### config.mk
export PLATFORM = sky130hd
export DESIGN_NAME = tccc_channels
export DESIGN_NICKNAME = d
export VERILOG_FILES = /design/src/tccc_edge_det.v /design/src/tccc_out_ctl.v /design/src/tccc_channels.v
export VERILOG_INCLUDE_DIRS = /design/src
export SDC_FILE = /design/constraint.sdc
export NUM_CORES = 1
export LEC_CHECK = 0
export ABC_AREA = 1
export ABC_CLOCK_PERIOD_IN_PS = 4400
export BUFFER_PORTS_ARGS = -buffer_cell sky130_fd_sc_hd__buf_2
export CAP_MARGIN = 5
export CORE_MARGIN = 2
export CORE_UTILIZATION = 30
export DETAILED_ROUTE_END_ITERATION = 16
export GPL_TIMING_DRIVEN = 0
export PLACE_DENSITY = 0.44
export SETUP_SLACK_MARGIN = 0.2
export SLEW_MARGIN = 0
export SYNTH_ARGS = -nofsm -noshare
export SYNTH_HDL_FRONTEND = slang
export SYNTH_SLANG_ARGS = --single-unit
### constraint.sdc
create_clock -name clk -period 4.4 [get_ports clk]
set_clock_uncertainty 0.2 [all_clocks]
set_input_delay 0.22 -clock clk [delete_from_list [all_inputs] [get_ports clk]]
set_output_delay 0.22 -clock clk [all_outputs]
set_load 0.1 [all_outputs]
### src/tccc_consts.vh
`ifndef TCCC_CONSTS_VH
`define TCCC_CONSTS_VH
// Register indexes, not byte offsets (byte address is index * 4)
`define TCCC_IDX_CH0_LOW 8'h00da
`define TCCC_IDX_CH0_HIGH 8'h00db
`define TCCC_IDX_CH1_LOW 8'h00dc
`define TCCC_IDX_CH1_HIGH 8'h00dd
`define TCCC_IDX_CH2_LOW 8'h00de
`define TCCC_IDX_CH2_HIGH 8'h00df
`define TCCC_IDX_CH0_CTL 8'h00e5
`define TCCC_IDX_CH1_CTL 8'h00e6
`define TCCC_IDX_CH2_CTL 8'h00e7
`define TCCC_IDX_FLAGS 8'h00e4
`define TCCC_IDX_IRQ_STATUS 8'h00f0
`define TCCC_IDX_IRQ_MASK 8'h00f1
// Control register fields
`define TCCC_CTL_RESET 8'h0040
`define TCCC_CTL_IM 6
`define TCCC_CTL_ACT_HI 5
`define TCCC_CTL_ACT_LO 3
`define TCCC_CTL_SEL 2
`define TCCC_CTL_EDGE_HI 1
`define TCCC_CTL_EDGE_LO 0
// Compare actions
`define TCCC_ACT_SET 3'h0
`define TCCC_ACT_CLR 3'h1
`define TCCC_ACT_TGL 3'h2
`define TCCC_ACT_SET_UP 3'h3
`define TCCC_ACT_CLR_UP 3'h4
`define TCCC_ACT_CLR0_SET 3'h5
`define TCCC_ACT_SET0_CLR 3'h6
// Capture edges
`define TCCC_EDGE_RISE 2'h1
`define TCCC_EDGE_FALL 2'h2
`define TCCC_EDGE_BOTH 2'h3
// Timer modes
`define TCCC_MODE_UPDOWN 2'h3
`define TCCC_CNT_ZERO 16'h0000
// Flag register bit positions
`define TCCC_FLAG_CH0 5
`define TCCC_BYTE_ZERO 8'h00
`endif

### src/tccc_edge_det.v
`timescale 1ns/100ps
`include "tccc_consts.vh"
module tccc_edge_det (
  input wire clk,
  input wire rst,
  input wire pin_in,
  input wire [1:0] edge_sel,
  output wire hit
);
  reg prev_q;
  always @(posedge clk or posedge rst) begin
    if (rst) begin
      prev_q <= 1'b0;
    end else begin
      prev_q <= pin_in;
    end
  end
  wire rise = pin_in & ~prev_q;
  wire fall = ~pin_in & prev_q;
  assign hit = (edge_sel == `TCCC_EDGE_RISE) ? rise :
               (edge_sel == `TCCC_EDGE_FALL) ? fall :
               (edge_sel == `TCCC_EDGE_BOTH) ? (rise | fall) : 1'b0;
endmodule

### src/tccc_out_ctl.v
`timescale 1ns/100ps
`include "tccc_consts.vh"
module tccc_out_ctl (
  input wire clk,
  input wire rst,
  input wire enable,
  input wire [2:0] action,
  input wire dual_ok,
  input wire match_own,
  input wire match_ch0,
  input wire count_down,
  input wire updown_mode,
  input wire at_zero,
  output reg out_q
);
  reg out_d;
  always @* begin
    out_d = out_q;
    if (enable) begin
      case (action)
        `TCCC_ACT_SET: if (match_own) out_d = 1'b1;
        `TCCC_ACT_CLR: if (match_own) out_d = 1'b0;
        `TCCC_ACT_TGL: if (match_own) out_d = ~out_q;
        // set up, clear at zero or down
        `TCCC_ACT_SET_UP: begin
          if (match_own & ~count_down) out_d = 1'b1;
          else if (updown_mode & match_own & count_down) out_d = 1'b0;
          else if (~updown_mode & at_zero) out_d = 1'b0;
        end
        // clear up, set at zero or down
        `TCCC_ACT_CLR_UP: begin
          if (match_own & ~count_down) out_d = 1'b0;
          else if (updown_mode & match_own & count_down) out_d = 1'b1;
          else if (~updown_mode & at_zero) out_d = 1'b1;
        end
        // low at ch0 value, high at own
        `TCCC_ACT_CLR0_SET: if (dual_ok) begin
          if (match_own) out_d = 1'b1;
          else if (match_ch0) out_d = 1'b0;
        end
        // high at ch0 value, low at own
        `TCCC_ACT_SET0_CLR: if (dual_ok) begin
          if (match_own) out_d = 1'b0;
          else if (match_ch0) out_d = 1'b1;
        end
        default: out_d = out_q;
      endcase
    end
  end
  always @(posedge clk or posedge rst) begin
    if (rst) begin
      out_q <= 1'b0;
    end else begin
      out_q <= out_d;
    end
  end
endmodule

### src/tccc_channels.v
// What this block does
// - Control bit 6 is the channel interrupt mask, reset to one.
// - Bits 5:3 select compare output action, reset zero.
// - Codes 000 set, 001 clear, 010 toggle output on match.
// - Code 011 sets on up-match, clears at zero or on down-match.
// - Code 100 clears on up-match, sets at zero or on down-match.
// - Channel 1 code 101: low at channel 0 value, high at own.
// - Channel 1 code 110: high at channel 0 value, low at own.
// - Channel 2 supports the same dual-value codes with its own value.
// - Bit 2 selects capture (0) or compare (1), reset zero.
// - Bits 1:0 pick capture edge: none, rising, falling, both.
// - Each channel keeps a 16-bit value as two bytes, reset zero.
// - Channel 2 control mirrors channel 0 fields on its own value.
// - Channel flags set on events; writing 0 clears, 1 ignored.
// - Up/down timer mode supplies the compare-down events.
// - Each channel pulses its own DMA trigger on compare.
//
// Local design decision: register access over Avalon-MM.
`timescale 1ns/100ps
`include "tccc_consts.vh"
module tccc_channels #(
  parameter NCH = 3
) (
  input wire clk,
  input wire rst,
  input wire [9:0] avs_address,
  input wire avs_read,
  input wire avs_write,
  input wire [31:0] avs_writedata,
  output reg [31:0] avs_readdata,
  output wire avs_waitrequest,
  input wire [15:0] timer_count,
  input wire count_down,
  input wire [1:0] timer_mode,
  input wire [2:0] capture_pin,
  output wire [2:0] compare_out,
  output reg ch0_dma_trigger,
  output reg ch1_dma_trigger,
  output reg ch2_dma_trigger,
  output wire irq
);
  // Byte address from register index
  function [9:0] tccc_addr;
    input integer idx;
    begin
      tccc_addr = {idx[7:0], 2'b00};
    end
  endfunction

  reg [7:0] ctl_q [0:NCH-1];
  reg [15:0] val_q [0:NCH-1];
  reg [NCH-1:0] flag_q;
  reg [NCH-1:0] ist_q;
  reg [NCH-1:0] imask_q;
  reg rsp_q;
  wire [NCH-1:0] cap_hit;
  wire [NCH-1:0] cmp_hit;
  wire [NCH-1:0] evt;
  wire updown = (timer_mode == `TCCC_MODE_UPDOWN);
  wire at_zero = (timer_count == `TCCC_CNT_ZERO);
  wire acc = avs_read | avs_write;

  // One wait state: request seen, answer on the next edge
  assign avs_waitrequest = acc & ~rsp_q;
  wire wr_go = avs_write & rsp_q;
  wire rd_go = avs_read & rsp_q;

  always @(posedge clk or posedge rst) begin
    if (rst) begin
      rsp_q <= 1'b0;
    end else begin
      rsp_q <= acc & ~rsp_q;
    end
  end

  genvar g;
  generate
    for (g = 0; g < NCH; g = g + 1) begin : gch
      wire sel_cmp = ctl_q[g][`TCCC_CTL_SEL];
      wire own_eq = (timer_count == val_q[g]);
      tccc_edge_det u_edge (
        .clk(clk),
        .rst(rst),
        .pin_in(capture_pin[g]),
        .edge_sel(ctl_q[g][`TCCC_CTL_EDGE_HI:`TCCC_CTL_EDGE_LO]),
        .hit(cap_hit[g])
      );
      assign cmp_hit[g] = sel_cmp & own_eq;
      assign evt[g] = cmp_hit[g] | (~sel_cmp & cap_hit[g]);
      // dual-value codes only on channels 1 and 2
      tccc_out_ctl u_out (
        .clk(clk),
        .rst(rst),
        .enable(sel_cmp),
        .action(ctl_q[g][`TCCC_CTL_ACT_HI:`TCCC_CTL_ACT_LO]),
        .dual_ok(g != 0),
        .match_own(own_eq),
        .match_ch0(timer_count == val_q[0]),
        .count_down(count_down),
        .updown_mode(updown),
        .at_zero(at_zero),
        .out_q(compare_out[g])
      );
      wire [9:0] a_lo = tccc_addr(`TCCC_IDX_CH0_LOW + 2 * g);
      wire [9:0] a_hi = tccc_addr(`TCCC_IDX_CH0_HIGH + 2 * g);
      wire [9:0] a_ct = tccc_addr(`TCCC_IDX_CH0_CTL + g);
      always @(posedge clk or posedge rst) begin
        if (rst) begin
          ctl_q[g] <= `TCCC_CTL_RESET;
          val_q[g] <= {`TCCC_BYTE_ZERO, `TCCC_BYTE_ZERO};
        end else begin
          // stored as written, bit 7 included
          if (wr_go && avs_address == a_ct) ctl_q[g] <= avs_writedata[7:0];
          if (~sel_cmp & cap_hit[g]) begin
            val_q[g] <= timer_count;
          end else begin
            if (wr_go && avs_address == a_lo) val_q[g][7:0] <= avs_writedata[7:0];
            if (wr_go && avs_address == a_hi) val_q[g][15:8] <= avs_writedata[7:0];
          end
        end
      end
    end
  endgenerate

  // one-cycle DMA trigger per channel compare
  always @(posedge clk or posedge rst) begin
    if (rst) begin
      ch0_dma_trigger <= 1'b0;
      ch1_dma_trigger <= 1'b0;
      ch2_dma_trigger <= 1'b0;
    end else begin
      ch0_dma_trigger <= cmp_hit[0];
      ch1_dma_trigger <= cmp_hit[1];
      ch2_dma_trigger <= cmp_hit[2];
    end
  end

  // Mask bit gates whether an event counts as the channel's interrupt condition
  wire [NCH-1:0] irq_evt;
  generate
    for (g = 0; g < NCH; g = g + 1) begin : gev
      assign irq_evt[g] = evt[g] & ctl_q[g][`TCCC_CTL_IM];
    end
  endgenerate

  wire wr_flags = wr_go && avs_address == tccc_addr(`TCCC_IDX_FLAGS);
  wire wr_ist = wr_go && avs_address == tccc_addr(`TCCC_IDX_IRQ_STATUS);
  wire wr_imask = wr_go && avs_address == tccc_addr(`TCCC_IDX_IRQ_MASK);
  wire [NCH-1:0] flag_wd = avs_writedata[`TCCC_FLAG_CH0 +: NCH];

  always @(posedge clk or posedge rst) begin
    if (rst) begin
      flag_q <= {NCH{1'b0}};
      ist_q <= {NCH{1'b0}};
      imask_q <= {NCH{1'b0}};
    end else begin
      // write 0 clears, set wins over clear
      flag_q <= ((wr_flags ? (flag_q & flag_wd) : flag_q)) | evt;
      // Status bit is write-one-to-clear; new event still wins
      ist_q <= ((wr_ist ? (ist_q & ~avs_writedata[NCH-1:0]) : ist_q)) | irq_evt;
      if (wr_imask) imask_q <= avs_writedata[NCH-1:0];
    end
  end

  assign irq = |(ist_q & imask_q);

  // Read mux; unmapped addresses read zero
  reg [7:0] rd_byte;
  integer i;
  always @* begin
    rd_byte = `TCCC_BYTE_ZERO;
    for (i = 0; i < NCH; i = i + 1) begin
      if (avs_address == tccc_addr(`TCCC_IDX_CH0_LOW + 2 * i)) rd_byte = val_q[i][7:0];
      if (avs_address == tccc_addr(`TCCC_IDX_CH0_HIGH + 2 * i)) rd_byte = val_q[i][15:8];
      if (avs_address == tccc_addr(`TCCC_IDX_CH0_CTL + i)) rd_byte = ctl_q[i];
    end
    if (avs_address == tccc_addr(`TCCC_IDX_FLAGS)) rd_byte = {flag_q, 5'b00000};
    if (avs_address == tccc_addr(`TCCC_IDX_IRQ_STATUS)) rd_byte = {5'b00000, ist_q};
    if (avs_address == tccc_addr(`TCCC_IDX_IRQ_MASK)) rd_byte = {5'b00000, imask_q};
  end

  always @(posedge clk or posedge rst) begin
    if (rst) begin
      avs_readdata <= 32'h0000_0000;
    end else if (avs_read & ~rsp_q) begin
      avs_readdata <= {24'h00_0000, rd_byte};
    end
  end
endmodule

# Word level (Yosys, flattened, before mapping)
# Cells that the tools add are included.
# word_totals
reg_bits	99
out_inout_bits	40
# op_classes
n_eq_ne	60
n_mux	62
n_bitwise	56
n_reduce_logical	29
# ops
cell	n
two-way mux 8 bit	18
== test 10 bit, second input constant	12
== test 16 bit	3
two-way mux 16 bit	3
two-way mux 1 bit	36
AND 1 bit	28
== test 3 bit, second input constant	7
== test 3 x 2 -> 1 bit, second input constant	6
!= test 2 bit, second input constant	9
AND reduction 9 bit	2
logical NOT 16 bit	1
!= test 4 x 2 -> 1 bit, second input constant	4
inverter 1 bit	15
== test 2 bit, second input constant	7
one-hot mux 1 bit (7 select lines)	2
nonzero test 7 bit	2
logical AND 1 bit	12
!= test 3 bit, second input constant	4
nonzero test 2 bit	6
AND 3 bit	3
== test 3 x 1 -> 1 bit, second input constant	3
logical NOT 3 bit	3
!= test 4 x 1 -> 1 bit, second input constant	2
OR 1 bit	7
8 further kinds	12

# Longest topological paths before layout
# logic_depth
word_depth	13
ltp_mapped	14
depth_no_buf	14

# Modules after synthesis
# From an unflattened synthesis, not the netlist that was laid out.
# hier_totals
hier_cells	980
area_unflattened_um2	6618.8
# modules_own_cells
module	n_inst	cells_each	area_each_um2	seq_area_each_um2
tccc_channels	1	797	5650.4	2331.0
tccc_out_ctl	3	48	230.2	25.0
tccc_edge_det	3	13	92.6	25.0

# Least setup slack after synthesis
# Ideal clock, no wire load.
# synth_path
path_kind	register -> output
start	reg ist_q[0]
end	out irq
t_arrival_ns	1.846
t_required_ns	3.980
path_slack_ns	2.134
path_stages_with_launch	3
n_path_buf	0
path_cell_list	dfrtp_1 inv_1 o211ai_1
# synth_between
elab_chain_len	2
# synth_rtl
item	line	text
start, declared	tccc_channels.v:53	reg [NCH-1:0] ist_q;
start signal, assigned	tccc_channels.v:154	ist_q <= {NCH{1'b0}};
start signal, assigned	tccc_channels.v:160	ist_q <= ((wr_ist ? (ist_q & ~avs_writedata[NCH-1:0]) : ist_q)) | irq_evt;
AND 3 bit	tccc_channels.v:165	assign irq = |(ist_q & imask_q);
OR reduction 3 bit	tccc_channels.v:165	
end, declared	tccc_channels.v:40	output wire irq
# Every way passes these cells.

# Worst setup path after layout
# layout_path
start	in avs_read
end	out avs_waitrequest
# layout_between
elab_chain_len	2
# layout_rtl
item	line	text
start, declared	tccc_channels.v:27	input wire avs_read,
OR 1 bit	tccc_channels.v:61	wire acc = avs_read | avs_write;
AND 1 bit	tccc_channels.v:64	assign avs_waitrequest = acc & ~rsp_q;
end, declared	tccc_channels.v:31	output wire avs_waitrequest,
# Every way passes these cells.

==> out/results.txt <==
Top post-synthesis cells by area: dfrtp_1, nand2_1, inv_1, xnor2_1, o21ai_0
Register area share after synthesis: 39.34%
Setup crit start kind: input pin
Post-synth top area share: 38.09%
Core Area: 20,820 um2
Worst-Margin Slew: 0.6252 ns
H-tree levels: 3
WHS Path Cells: 3
Synth Flop Type: dfrtp_1
Logic pwr share: 17.6%
Final worst path period need: 2.428 ns
Total gr overflow: 0
EDFF count, synth: 0
Final wirelength: 22,530 um
Max_cap viols: 0
Critical path fanouts, max: 2
Cell Int Power: 1657 uW
DP HPWL: 17,760 um
Router iterations before antenna repair: 5
RSZ-0062 raised after global routing: false
DP Cell Count: 1,222
Starting Density: 30.29%
Vias post-DR: 5,929
Largest stage delay, worst path: 0.54 ns
Clk sinks: 99
Area of the mapped netlist: 6307 um2
Max VDD drop: 0.0001612 V
Port bufs: 55
CTS tree: yes
Crit path DAT: 2.01 ns
YS warnings: 0
TritonCTS buffer count: 9
Total GRT Usage: 20.92%
WL/cell: 18.08 um
Switching share of total power: 30.52%
Most common cell in the netlist: nand2_1
Tcrit/Tclk final: 55.19%
Sw Pwr: 728.0 uW
Crit-path cells: dlygate4sd3_1 > buf_2 > nor2_1 > dlygate4sd3_1 > nor2_1 > buf_2
Final Setup Violations: 0
Final hold vios: 0
# DRC: 0
Final Worst Setup Slack: 1.972 ns
Number of antenna violations at the first check in global routing: 0
Leak: 0.003633 uW
Worst path depth: 6
First-pass GRT wire length: 33,870 um
Sequential share of power: 43.6%
Dominant cell type by area after synthesis: dfrtp_1
Rows: 53
Vias in the first global route: 5,585
Design Power: 2385 uW
CP delay by family, top: buffers and inverters
Area growth from synthesis to layout: 18.33%
Ys async rst share: 100.0%
Nets: 1,041
Distinct cells, synth: 39
Initial DRC Count: 520
Power Density: 319.6 nW/um2
Clock slew at reported path FFs: 0.07 ns
Routed Antenna Nets: 0
Util after Layout: 35.84%
Post-Syn Instances: 868
Die area: 22,200 um2
Ports: 108
Clock tree root driver cell: clkbuf_16
CP required: 3.98 ns
CTS resizes: 0
Vias/cell: 4.758
Final Wtd Congestion: 0.8647
Share of layout cells above drive strength 1: 13.80%
Mapped Avg Cell Area: 7.266 um2
Placed Area: 7043 um2
Synth Register Bits: 99
Final Non-Filler Cells: 1,246
CP max-delay cell: dlygate4sd3_1
Clock Latency Late Sink: 0.36 ns
Dpl ws: 2.050 ns
Post-CTS setup buffers: 0
Final instance area: 7463 um2
Rel. slew slack: 58.17%
Fin. max-slew vios: 0
Die X: 149.0 um
Largest net degree at the start of global routing: 62
Clock buffer depth: 2
Die Y: 149.0 um
Buf/Inv on CP: 4
Status: completed
HP Class: in2reg
Fmax: 411.8 MHz
Ant diodes: 0
Crit path capture type: output port
Worst Reg-to-Reg Cells: 10
Clock group share of total power: 38.9%
Synth cell count leaders: nand2_1, inv_1, dfrtp_1
CP Class: in2out
==> timing repair <==
item | in CTS | in global routing
hold buffers | 9 | 0
setup endpoints to repair | 0 | 0
hold endpoints to repair | 44 | 0
==> per-stage QoR <==
step	hold WS (ns)	TNS [ns]
5_1_grt	0.02520	0
3_3_place_gp	0.1598	-23.96
6_report	0.01353	0
2_1_floorplan	0.05143	0
3_5_place_dp	0.1180	0
4_1_cts	0.006368	0
==> flip-flops by register name, indices dropped and copies added, names as in the netlist <==
name	cells
ch1_dma_trigger	1
ch2_dma_trigger	1
flag_q	3
val_q	48
imask_q	3
avs_readdata	8
rsp_q	1
gch.u_edge.prev_q	3
ch0_dma_trigger	1
ist_q	3
gch.u_out.out_q	3
ctl_q	24
==> worst reg2reg max path: stages, from the launching register on <==
cell and delay, ns:
dfrtp_1 0.46, inv_1 0.07, nand2_1 0.06, nand2_1 0.04, a21oi_1 0.12, nand3_1 0.09
nor2_1 0.49, nand2_1 0.15, nor2_1 0.26, o21ai_0 0.22, nand2_1 0.11
==> kinds of logic after synthesis <==
logic type	count (synthesis)	synth area share [%]
and+or+nand+nor	422	28.37
buffers and inverters	164	11.78
AOI/OAI and AO/OA	132	13.15
DFF	99	39.34
xor gates and xnor gates	44	6.110
adders and majority gates	6	1.190
other	1	0.05945
==> cells in the final DEF, fill, tap and decap left out, types with 19 or more instances in the layout <==
cell,Yosys,routed
a21oi_1,19,19
buf_2,6,61
buf_4,27,27
conb_1,1,24
dfrtp_1,96,96
inv_1,119,118
nand2_1,258,258
nand3_1,42,42
nand4_1,26,26
nor2_1,66,66
o211ai_1,24,24
o21ai_0,53,53
o221ai_1,23,23
xnor2_1,44,44
==> per-layer routing <==
layer,vias up,part of all wire (%),GRT usage [%]
met5,-,0,0
met4,0,2.0,6.048
met3,32,4.9,3.517
met2,153,47,34.22
met1,2766,46,28.52
li1,2978,-,-
==> path summary, 6_finish.rpt <==
kind                                       to  slack, ns             start
max                           avs_waitrequest       1.97          avs_read
min                                 val_q[44]       0.01  avs_writedata[4]
max reg2reg                          ist_q[0]       2.08         val_q[36]
min reg2reg                   avs_readdata[4]       0.28   avs_readdata[4]
max in group asynchronous            val_q[0]       3.02               rst
min in group asynchronous  gch[0].u_out.out_q       0.25               rst
==> layout make-up <==
type	instances	area, um2
fillers	2275	13360
multi-input cells	628	3169
flip-flops and latches	99	2481
inverters	124	470.5
repair buffers	65	392.9
well taps	275	344.1
plain buffers	40	275.3
clock buffers	9	225.2
clock inverters	6	105.1
==> power by group through the flow <==
stage               clock network (uW)  registers (uW)  logic (uW)
floorplan                            0            1030         310
global placement                     0            1060         413
detailed placement                   0            1050         416
CTS                                945            1040         423
global route                       983            1040         460
finish                             927            1040         419
No activity file was read; power rests on OpenSTA's default activity.
